File: src/rtl/ccm_pkg.sv
// ccm_pkg: constants, register map and carrier types of the capture/compare modules.
// assumes a 32-bit AXI4-Lite master with 8-bit byte addresses and one shared 16-bit counter.
package ccm_pkg;

  localparam int NUM_MOD = 5;
  localparam int ADDR_W = 8;

  // register byte addresses
  localparam logic [7:0] CTRL_OFS = 8'h00;
  localparam logic [7:0] IRQEN_OFS = 8'h04;
  localparam logic [7:0] MODE_BASE = 8'h10;
  localparam logic [7:0] CMPL_BASE = 8'h30;
  localparam logic [7:0] CMPH_BASE = 8'h50;
  localparam logic [7:0] REG_STRIDE = 8'h04;

  // module_mode_reg fields
  localparam int WIDE_PULSE_BIT = 7;
  localparam int COMPARATOR_BIT = 6;
  localparam int RISE_CAP_BIT = 5;
  localparam int FALL_CAP_BIT = 4;
  localparam int MATCH_BIT = 3;
  localparam int TOGGLE_BIT = 2;
  localparam int PULSE_BIT = 1;
  localparam int FLAG_IRQ_BIT = 0;

  // irq_enable_reg fields
  localparam int GLOBAL_IRQ_BIT = 0;
  localparam int ARRAY_IRQ_BIT = 1;

  // reset values
  localparam logic [7:0] MODE_RST = 8'h00;
  localparam logic [15:0] CMP_RST = 16'h0000;
  localparam logic [4:0] FLAG_RST = 5'h00;
  localparam logic [1:0] IRQEN_RST = 2'h0;

  localparam logic [15:0] COUNT_WRAP = 16'h0000;
  localparam logic [7:0] LOW_WRAP = 8'h00;

  localparam logic [1:0] RESP_OKAY = 2'h0;
  localparam logic [1:0] RESP_SLVERR = 2'h2;

  typedef enum logic [6:0] {
    MODE_IDLE = 7'b000_0001,
    MODE_CAPTURE = 7'b000_0010,
    MODE_TIMER = 7'b000_0100,
    MODE_HSO = 7'b000_1000,
    MODE_FREQ = 7'b001_0000,
    MODE_PWM8 = 7'b010_0000,
    MODE_PWM16 = 7'b100_0000
  } ccm_mode_e;

  typedef struct packed {
    logic [15:0] value;
    logic tick;
  } ccm_count_s;

  typedef struct packed {
    logic awvalid;
    logic [ADDR_W-1:0] awaddr;
    logic wvalid;
    logic [31:0] wdata;
    logic [3:0] wstrb;
    logic bready;
    logic arvalid;
    logic [ADDR_W-1:0] araddr;
    logic rready;
  } ccm_axil_req_s;

  typedef struct packed {
    logic awready;
    logic wready;
    logic bvalid;
    logic [1:0] bresp;
    logic arready;
    logic rvalid;
    logic [31:0] rdata;
    logic [1:0] rresp;
  } ccm_axil_rsp_s;

endpackage

File: src/rtl/ccm_top.sv
// ccm_top: five capture/compare modules on one shared 16-bit counter, AXI4-Lite registers.
// assumes the counter value and its advance tick arrive synchronous to clk.
//
// How it works
// - rise bit alone, fall bit alone, or both select edge capture modes
// - interrupt needs flag, its enable, global enable and array enable
// - valid selected pin edge copies counter into the compare word
// - a capture sets the module event flag
// - flag stays set until software clears it
// - software timer sets the flag on counter equal to compare word
// - low byte write clears comparator enable, high byte write sets it
// - high-speed output toggles pin on every 16-bit match
// - frequency output toggles on low byte match, then adds high byte
// - frequency is timebase over twice high byte; zero acts as 256
// - 8-bit pulse: high on low byte match, low on low byte wrap
// - on low byte wrap the low compare byte reloads from high byte
// - 8-bit duty is 256 minus high byte over 256
// - pulse modes hold the pin low while comparator enable is clear
// - 16-bit pulse: high on full match, low on counter wrap
// - 16-bit duty is 65536 minus compare word over 65536
// - five independent modules share one 16-bit counter
// - counter wrap to zero is the overflow event
// - event flags sit in bits 0 to 4 of the control register
`timescale 1ns/1ps

module ccm_top (
  // clock and reset
  input wire logic clk,
  input wire logic rst_n,
  // register bus
  input wire ccm_pkg::ccm_axil_req_s bus_req,
  output ccm_pkg::ccm_axil_rsp_s bus_rsp,
  // shared counter
  input wire ccm_pkg::ccm_count_s counter_array,
  // module pins
  input wire logic [ccm_pkg::NUM_MOD-1:0] module_io_pin_in,
  output logic [ccm_pkg::NUM_MOD-1:0] module_io_pin_out,
  output logic [ccm_pkg::NUM_MOD-1:0] module_io_pin_oe_n,
  // interrupt request
  output logic irq_request
);
  import ccm_pkg::*;

  function automatic ccm_mode_e decode_mode(input logic [7:0] m);
    logic capb;
    capb = m[RISE_CAP_BIT] | m[FALL_CAP_BIT];
    decode_mode = MODE_IDLE;
    if (capb && !m[MATCH_BIT] && !m[TOGGLE_BIT] && !m[PULSE_BIT]) begin
      decode_mode = MODE_CAPTURE;
    end else if (!capb) begin
      // pulse modes decode without the comparator so a cleared one gives 0%
      if (m[TOGGLE_BIT] && m[PULSE_BIT] && m[COMPARATOR_BIT]) begin
        decode_mode = MODE_FREQ;
      end else if (m[PULSE_BIT] && !m[TOGGLE_BIT]) begin
        decode_mode = m[WIDE_PULSE_BIT] ? MODE_PWM16 : MODE_PWM8;
      end else if (m[MATCH_BIT] && m[TOGGLE_BIT] && m[COMPARATOR_BIT]) begin
        decode_mode = MODE_HSO;
      end else if (m[MATCH_BIT] && m[COMPARATOR_BIT]) begin
        decode_mode = MODE_TIMER;
      end
    end
  endfunction

  function automatic logic hit(input logic [ADDR_W-1:0] a, input logic [7:0] base,
                               input int idx);
    hit = (a == ADDR_W'(base + 8'(idx) * REG_STRIDE));
  endfunction

  // bus registers
  logic awready;
  logic wready;
  logic bvalid;
  logic [1:0] bresp;
  logic arready;
  logic rvalid;
  logic [31:0] rdata;
  logic [1:0] rresp;
  logic [ADDR_W-1:0] wr_addr;
  logic [7:0] wr_byte;
  logic wr_lane;
  logic wr_fire;
  logic wr_mapped;

  // block state
  logic [7:0] mode [NUM_MOD];
  logic [15:0] cmp [NUM_MOD];
  logic [NUM_MOD-1:0] flag;
  logic [NUM_MOD-1:0] evt;
  logic [1:0] irq_en;
  logic [NUM_MOD-1:0] pin_samp;
  logic [NUM_MOD-1:0] pin_lvl;
  logic [NUM_MOD-1:0] flag_irq;
  logic wr_ctrl;
  logic wr_irqen;
  logic [NUM_MOD-1:0] wr_mode;
  logic [NUM_MOD-1:0] wr_cmpl;
  logic [NUM_MOD-1:0] wr_cmph;
  logic tick;
  logic low_wrap;
  logic full_wrap;

  assign bus_rsp = '{awready: awready, wready: wready, bvalid: bvalid, bresp: bresp,
                     arready: arready, rvalid: rvalid, rdata: rdata, rresp: rresp};

  assign tick = counter_array.tick;
  assign low_wrap = tick && (counter_array.value[7:0] == LOW_WRAP);
  assign full_wrap = tick && (counter_array.value == COUNT_WRAP);

  // write channel: address and data taken in either order, answered together
  assign wr_fire = !awready && !wready && !bvalid;

  always_ff @(posedge clk) begin
    if (!rst_n) begin
      awready <= 1'b1;
      wr_addr <= '0;
    end else if (awready && bus_req.awvalid) begin
      awready <= 1'b0;
      wr_addr <= bus_req.awaddr;
    end else if (wr_fire) begin
      awready <= 1'b1;
    end
  end

  always_ff @(posedge clk) begin
    if (!rst_n) begin
      wready <= 1'b1;
      wr_byte <= '0;
      wr_lane <= 1'b0;
    end else if (wready && bus_req.wvalid) begin
      wready <= 1'b0;
      wr_byte <= bus_req.wdata[7:0];
      wr_lane <= bus_req.wstrb[0];
    end else if (wr_fire) begin
      wready <= 1'b1;
    end
  end

  always_ff @(posedge clk) begin
    if (!rst_n) begin
      bvalid <= 1'b0;
      bresp <= RESP_OKAY;
    end else if (wr_fire) begin
      bvalid <= 1'b1;
      bresp <= wr_mapped ? RESP_OKAY : RESP_SLVERR;
    end else if (bvalid && bus_req.bready) begin
      bvalid <= 1'b0;
    end
  end

  assign wr_ctrl = wr_fire && wr_lane && hit(wr_addr, CTRL_OFS, 0);
  assign wr_irqen = wr_fire && wr_lane && hit(wr_addr, IRQEN_OFS, 0);
  assign wr_mapped = hit(wr_addr, CTRL_OFS, 0) || hit(wr_addr, IRQEN_OFS, 0) ||
                     (|wr_mode_hit(wr_addr));

  function automatic logic [NUM_MOD-1:0] wr_mode_hit(input logic [ADDR_W-1:0] a);
    logic [NUM_MOD-1:0] h;
    h = '0;
    for (int i = 0; i < NUM_MOD; i++) begin
      h[i] = hit(a, MODE_BASE, i) || hit(a, CMPL_BASE, i) ||
             hit(a, CMPH_BASE, i);
    end
    wr_mode_hit = h;
  endfunction

  // read channel: one answer per address, a cycle after it is taken
  always_ff @(posedge clk) begin
    if (!rst_n) begin
      arready <= 1'b1;
      rvalid <= 1'b0;
      rdata <= 32'h0000_0000;
      rresp <= RESP_OKAY;
    end else if (arready && bus_req.arvalid) begin
      arready <= 1'b0;
      rvalid <= 1'b1;
      rdata <= 32'h0000_0000;
      rresp <= RESP_SLVERR;
      if (hit(bus_req.araddr, CTRL_OFS, 0)) begin
        rdata <= 32'(flag);
        rresp <= RESP_OKAY;
      end
      if (hit(bus_req.araddr, IRQEN_OFS, 0)) begin
        rdata <= 32'(irq_en);
        rresp <= RESP_OKAY;
      end
      for (int i = 0; i < NUM_MOD; i++) begin
        if (hit(bus_req.araddr, MODE_BASE, i)) begin
          rdata <= 32'(mode[i]);
          rresp <= RESP_OKAY;
        end
        if (hit(bus_req.araddr, CMPL_BASE, i)) begin
          rdata <= 32'(cmp[i][7:0]);
          rresp <= RESP_OKAY;
        end
        if (hit(bus_req.araddr, CMPH_BASE, i)) begin
          rdata <= 32'(cmp[i][15:8]);
          rresp <= RESP_OKAY;
        end
      end
    end else if (rvalid && bus_req.rready) begin
      rvalid <= 1'b0;
      arready <= 1'b1;
    end
  end

  always_ff @(posedge clk) begin
    if (!rst_n) begin
      irq_en <= IRQEN_RST;
    end else if (wr_irqen) begin
      irq_en <= wr_byte[1:0];
    end
  end

  // hardware set wins over a software write in the same cycle
  always_ff @(posedge clk) begin
    if (!rst_n) begin
      flag <= FLAG_RST;
    end else begin
      flag <= (wr_ctrl ? wr_byte[NUM_MOD-1:0] : flag) | evt;
    end
  end

  always_ff @(posedge clk) begin
    if (!rst_n) begin
      irq_request <= 1'b0;
    end else begin
      irq_request <= irq_en[GLOBAL_IRQ_BIT] && irq_en[ARRAY_IRQ_BIT] && (|flag_irq);
    end
  end

  // capture pin filter, one sample and one level bit per module pin
  always_ff @(posedge clk) begin
    if (!rst_n) begin
      pin_samp <= '0;
      pin_lvl <= '0;
    end else begin
      pin_samp <= module_io_pin_in;
      for (int i = 0; i < NUM_MOD; i++) begin
        if (pin_samp[i] == module_io_pin_in[i]) begin
          pin_lvl[i] <= module_io_pin_in[i];
        end
      end
    end
  end

  for (genvar g = 0; g < NUM_MOD; g++) begin : g_mod
    ccm_mode_e md;
    logic stable;
    logic rise;
    logic fall;
    logic cap;
    logic match16;
    logic match8;
    logic ecom;

    assign md = decode_mode(mode[g]);
    assign ecom = mode[g][COMPARATOR_BIT];
    assign flag_irq[g] = flag[g] && mode[g][FLAG_IRQ_BIT];
    assign wr_mode[g] = wr_fire && wr_lane && hit(wr_addr, MODE_BASE, g);
    assign wr_cmpl[g] = wr_fire && wr_lane && hit(wr_addr, CMPL_BASE, g);
    assign wr_cmph[g] = wr_fire && wr_lane && hit(wr_addr, CMPH_BASE, g);
    // a level counts once seen at two consecutive edges
    assign stable = (pin_samp[g] == module_io_pin_in[g]);
    assign rise = stable && module_io_pin_in[g] && !pin_lvl[g];
    assign fall = stable && !module_io_pin_in[g] && pin_lvl[g];
    assign cap = (md == MODE_CAPTURE) && ((rise && mode[g][RISE_CAP_BIT]) ||
                                         (fall && mode[g][FALL_CAP_BIT]));
    assign match16 = tick && (counter_array.value == cmp[g]);
    assign match8 = tick && (counter_array.value[7:0] == cmp[g][7:0]);
    assign evt[g] = cap || (ecom && mode[g][MATCH_BIT] &&
                    ((md == MODE_TIMER || md == MODE_HSO) ? match16 :
                     (md == MODE_PWM16) ? match16 : (md == MODE_FREQ || md == MODE_PWM8) &&
                     match8));

    always_ff @(posedge clk) begin
      if (!rst_n) begin
        mode[g] <= MODE_RST;
      end else if (wr_mode[g]) begin
        mode[g] <= wr_byte;
      end else if (wr_cmpl[g]) begin
        mode[g][COMPARATOR_BIT] <= 1'b0;
      end else if (wr_cmph[g]) begin
        mode[g][COMPARATOR_BIT] <= 1'b1;
      end
    end

    // software writes take precedence over hardware updates of the same word
    always_ff @(posedge clk) begin
      if (!rst_n) begin
        cmp[g] <= CMP_RST;
      end else if (wr_cmpl[g]) begin
        cmp[g][7:0] <= wr_byte;
      end else if (wr_cmph[g]) begin
        cmp[g][15:8] <= wr_byte;
      end else if (cap) begin
        cmp[g] <= counter_array.value;
      end else if (md == MODE_FREQ && match8) begin
        cmp[g][7:0] <= 8'(cmp[g][7:0] + cmp[g][15:8]);
      end else if (md == MODE_PWM8 && low_wrap) begin
        cmp[g][7:0] <= cmp[g][15:8];
      end
    end

    always_ff @(posedge clk) begin
      if (!rst_n) begin
        module_io_pin_out[g] <= 1'b0;
        module_io_pin_oe_n[g] <= 1'b1;
      end else begin
        module_io_pin_oe_n[g] <= !(md == MODE_HSO || md == MODE_FREQ ||
                                   md == MODE_PWM8 || md == MODE_PWM16);
        case (md)
          MODE_HSO: begin
            if (match16) begin
              module_io_pin_out[g] <= !module_io_pin_out[g];
            end
          end
          MODE_FREQ: begin
            if (match8) begin
              module_io_pin_out[g] <= !module_io_pin_out[g];
            end
          end
          MODE_PWM8: begin
            if (!ecom) begin
              module_io_pin_out[g] <= 1'b0;
            end else if (low_wrap) begin
              // reloaded byte of zero matches at once: full duty
              module_io_pin_out[g] <= (cmp[g][15:8] == LOW_WRAP);
            end else if (match8) begin
              module_io_pin_out[g] <= 1'b1;
            end
          end
          MODE_PWM16: begin
            if (!ecom) begin
              module_io_pin_out[g] <= 1'b0;
            end else if (full_wrap) begin
              module_io_pin_out[g] <= (cmp[g] == COUNT_WRAP);
            end else if (match16) begin
              module_io_pin_out[g] <= 1'b1;
            end
          end
          default: begin
            module_io_pin_out[g] <= module_io_pin_out[g];
          end
        endcase
      end
    end
  end

endmodule // ccm_top

File: config.mk
export PLATFORM = sky130hd
export DESIGN_NAME = ccm_top
export DESIGN_NICKNAME = d
export VERILOG_FILES = /design/src/rtl/ccm_pkg.sv /design/src/rtl/ccm_top.sv
export SDC_FILE = /design/constraint.sdc
export NUM_CORES = 1
export LEC_CHECK = 0
export BUFFER_PORTS_ARGS = -buffer_cell sky130_fd_sc_hd__buf_4
export CORE_UTILIZATION = 40
export DETAILED_ROUTE_END_ITERATION = 7
export GPL_TIMING_DRIVEN = 0
export SYNTH_ARGS = -nofsm -noshare
export SYNTH_HDL_FRONTEND = slang
export SYNTH_SLANG_ARGS = --single-unit
File: constraint.sdc
create_clock -name clk -period 3.35 [get_ports clk]
set_input_delay 0.1675 -clock clk [delete_from_list [all_inputs] [get_ports clk]]
set_output_delay 0.1675 -clock clk [all_outputs]
set_load 0.02 [all_outputs]
[After elaboration in Yosys (flattened, before gate mapping)]
Memories as Yosys holds them, arrays and structs flattened.
Index checks and enable logic that the tools add are counted.
Cells by class
  bitwise operators: 51
  reduce and logical (&&, ||, !) cells: 259
  multiplexer cells: 351
  $add $sub $neg: 5
  equal/unequal tests: 97
Operators with widths (number)
  32-bit two-way mux: 16
  8-bit two-way mux: 35
  1-bit two-way mux: 240
  7-bit two-way mux: 25
  1-bit logical AND: 144
  8-bit by 7-bit == test with 1-bit output, second input constant: 12
  16-bit logical NOT: 6
  16-bit == test: 5
  8-bit by 6-bit == test with 1-bit output, second input constant: 10
  8-bit by 5-bit == test with 1-bit output, second input constant: 8
  8-bit logical NOT: 8
  1-bit OR: 50
  1-bit logical OR: 47
  8-bit adder: 5
  8-bit == test: 5
  4-bit != test, second input constant: 10
  1-bit logical NOT: 38
  2-bit two-way mux: 18
  7-bit by 2-bit == test with 1-bit output, second input constant: 5
  7-bit by 3-bit == test with 1-bit output, second input constant: 5
  7-bit by 4-bit == test with 1-bit output, second input constant: 5
  7-bit by 5-bit == test with 1-bit output, second input constant: 5
  7-bit by 6-bit == test with 1-bit output, second input constant: 5
  7-bit == test, second input constant: 5
  other kinds (12): 51
Word-level totals
  word-level logic and storage cells: 795
  RAM bits: 120
  register bits: 86
  memories kept: 2
  output and inout port bits: 52
Memories
  cmp: depth 5, width 16, read ports 5, clocked after memory_dff 0, wr ports 5, RTL line ccm_top.sv:86  | logic [15:0] cmp [NUM_MOD];
  mode: depth 5, width 8, read ports 5, clocked after memory_dff 0, wr ports 5, RTL line ccm_top.sv:85  | logic [7:0] mode [NUM_MOD];

[Depth between registers and ports, before layout]
  depth after elaboration: 18
  mapped depth: 10

[Least setup slack after synthesis]
OpenSTA, ideal clock, no wires.
  path kind: register -> register
  start point: register pin_samp[0]
  end point: memory cmp[0][10] (enable)
  path slack: 0.772 ns
  arrival time: 2.194 ns
  clock period less this slack: 2.578 ns
  path buffers: 1
  library setup time: 0.384 ns
  cell stages (with the launch flop): 8
  required time: 2.966 ns
  cell sequence: dfxtp_1 > ha_1 > nand3b_1 > a2111oi_1 > and2_1 > buf_2 > nor2_1 > o21ai_0
RTL lines
  start, declared: RTL line ccm_top.sv:90  | logic [NUM_MOD-1:0] pin_samp;
  start signal, assigned: RTL line ccm_top.sv:236  | pin_samp <= module_io_pin_in;
  end, declared: RTL line ccm_top.sv:86

==> reports/summary.txt <==
slowest stage delay, CP -> 0.91 ns
synthesized flop and latch total -> 180
Leak -> 5.75 nW
post-synthesis cell count -> 1581
yosys synthesis warning count -> 0
post-synthesis sequential area ratio -> 35.0%
fin nets -> 1852
WP buf/inv -> 3
CTS Buf Count -> 17
number of I/O port buffers -> 74
failing checks -> capacitance limit, slew limit
clk root buf -> clkbuf_16
Total GRT Usage -> 34.7%
top-count cell post-synth -> nand2_1
vias -> 14200
gpl congestion -> 0.996
Synth Area per Inst -> 8.68 um2
I/O Pins -> 133
critical path type -> input port to flip-flop
Synth area leaders -> edfxtp_1 26%, dfxtp_1 8.7%, ha_1 4.1%
sequential standard cell area -> 0.00480 mm2
die width -> 187 um
fillers -> 3270
status -> finished, violations left
Clock Path Buffers -> 2
CP required -> 3.45 ns
first-pass GRT wire length -> 88700 um
Crit-path slowest cell -> nor3_1
Hold Slack -> 0.000627 ns
initial antenna violation count -> 1
final worst slack -> 0.124 ns
total die area -> 0.0351 mm2
detailed-route DRC error count -> 0
M1 wire length -> 24000 um
Area growth syn-to-layout -> 15.1%
Worst VDD drop -> 0.409 mV
register clock-pin slew on the reported worst setup and hold paths -> 0.07 ns
Crit path top cell by count -> nor3_1
row cnt -> 67
area leader, netlist -> edfxtp_1
RSZ-0062 raised after global routing -> no
top_reg_cell synth -> edfxtp_1
Post-synth EDFFs -> 120
met3 wire length -> 6850 um
Slew Limit Fails -> 8
vias in the first global route -> 13300
Synth cell types -> 92
DR pass1 iterations -> 6
fin crit period -> 3.23 ns
share of layout cells above drive strength 1 -> 10.9%
max_slew headroom -> -1.46%
Startpoint Class -> input port
CP max FO -> 10
Top Metal Used -> met4
DR WL met2 -> 26500 um
clock sinks -> 180
pin count of the biggest net entering global routing -> 17
Post-synth ARST share -> 0%
die height -> 187 um
area of the multi-input gates -> 0.00818 mm2
Critical Path AT -> 3.32 ns
CP Capture Type -> flip-flop
grt total ovfl -> 0
Max Freq -> 310 MHz
cell area after synthesis -> 0.0137 mm2
H-tree level count -> 4
Routed Antenna Nets -> 0
post-synth top area share -> 26.2%
core box area -> 0.0336 mm2
worst slew pin tran -> 1.52 ns
drt total wl -> 61800 um
endpoints failing setup -> 0
Clock Latency Late Sink -> 0.46 ns
Pwr Total -> 5.66 mW
pre-CTS WS -> -0.393 ns
CTS tree -> built
WL/cell -> 28.3 um
flop-to-flop setup slack -> 0.13 ns
period utilization -> 96.3%
Starting DRT DRC Count -> 1848
Setup Skew -> 0.0178 ns
number of vias per cell -> 6.50
Antenna Cells -> 0
Setup TNS -> 0 ns
Synth top cells by count -> 136 x nand2_1, 120 x edfxtp_1, 114 x nor2_1, 98 x a21oi_1, 90 x o21ai_0
max capacitance violation total -> 1
Top Family by Delay on Critical Path -> simple AND/OR/NAND/NOR gates
Tightest Hold Check Type -> input port to flip-flop
Initial Util -> 40.8%
worst path cell trace -> buf_4 > clkbuf_1 > xor2_1 > nor3_1 > nand4_1 > nor3_1 > inv_1 > nand3_1
Fin. Hold Viols -> 0
Pwr Density -> 358 mW/mm2
Detailed Place HPWL -> 46400 um
-- cell type report --
type                            count  share of cell area, %
Multi-Input combinational cell   1227                   51.8
Sequential cell                   180                   30.4
Timing Repair Buffer               96                   4.89
Buffer                            132                   4.13
Tap cell                          448                   3.55
Clock buffer                       22                   3.14
Inverter                           67                   1.59
Clock inverter                     10                  0.523
-- worst register-to-register path, stage by stage, from the launching register on --
cell and delay [ns]:
dfxtp_1 0.30, clkbuf_1 0.22, nor4bb_2 0.97, nand2_1 0.53
nor2_1 0.63, a22oi_1 0.21, a21oi_1 0.20
-- through the flow --
stage	util (%)	cells	instance area, um2
finish	47.0	2182	15800
global route	47.0	2182	15800
CTS	46.9	2181	15800
detailed placement	44.5	2128	15000
global placement	44.4	2128	14900
floorplan	-	1606	13800
-- routing by layer --
metal	up-vias	GRT usage, %
li1	6165	-
met1	6743	44.6
met2	1008	53.4
met3	271	7.32
met4	0	21.2
met5	-	0
-- sequential cells by signal, indices dropped and copies added (netlist names), 2 cells and up --
signal,flops
cmp,80
flag,5
irq_en,2
mode,40
module_io_pin_oe_n,5
module_io_pin_out,5
pin_lvl,5
pin_samp,5
rdata,8
wr_addr,8
wr_byte,8
-- final timing paths --
kind,start,end,cells past startpoint
setup reg to reg,wr_addr[6]$_SDFFE_PN0P_,cmp[3][1]$_DFFE_PP_,6
hold / removal,bus_req[15],wr_byte[0]$_SDFFE_PN0P_,3
setup / recovery,counter_array[5],cmp[4][5]$_SDFFCE_PN0P_,8
hold reg to reg,wr_lane$_SDFFE_PN0P_,wr_lane$_SDFFE_PN0P_,2
-- power by group --
group	total, mW	internal, mW	switching, mW
clock network	2.03	1.08	0.952
logic	1.00	0.363	0.641
registers	2.63	2.46	0.175
total	5.66	3.90	1.77
-- kinds of logic (layout without fill, tap and decap cells) --
group	Yosys count	count (layout)	synth area share, %
AOI/OAI and AO/OA	443	443	22.4
xor gates and xnor gates	108	108	6.89
adders and majority gates	50	50	4.83
buffers and inverters	199	327	6.52
DFF	180	180	35.0
muxes	25	25	1.85
other	1	26	0.0273
and+or+nand+nor	575	575	22.5
-- what timing repair did --
action	4_1_cts	5_1_grt
setup endpoints to repair	8	55
hold buffers	21	0
buffers inserted	0	1
hold endpoints to repair	26	0
pin swaps	0	1
gates resized for setup	1	8
-- placed cells by master (no fill, tap or decap), drive strengths merged, types with 45 or more instances in the layout --
cell      n
xnor2    64
edfxtp  120
nand3    60
nor2    115
clkbuf  101
o21ai    92
nand2   136
a21oi    98
buf     127
a22o     45
ha       45
inv      73
dfxtp    60
Note: power is estimated with default switching activity, not from simulation.
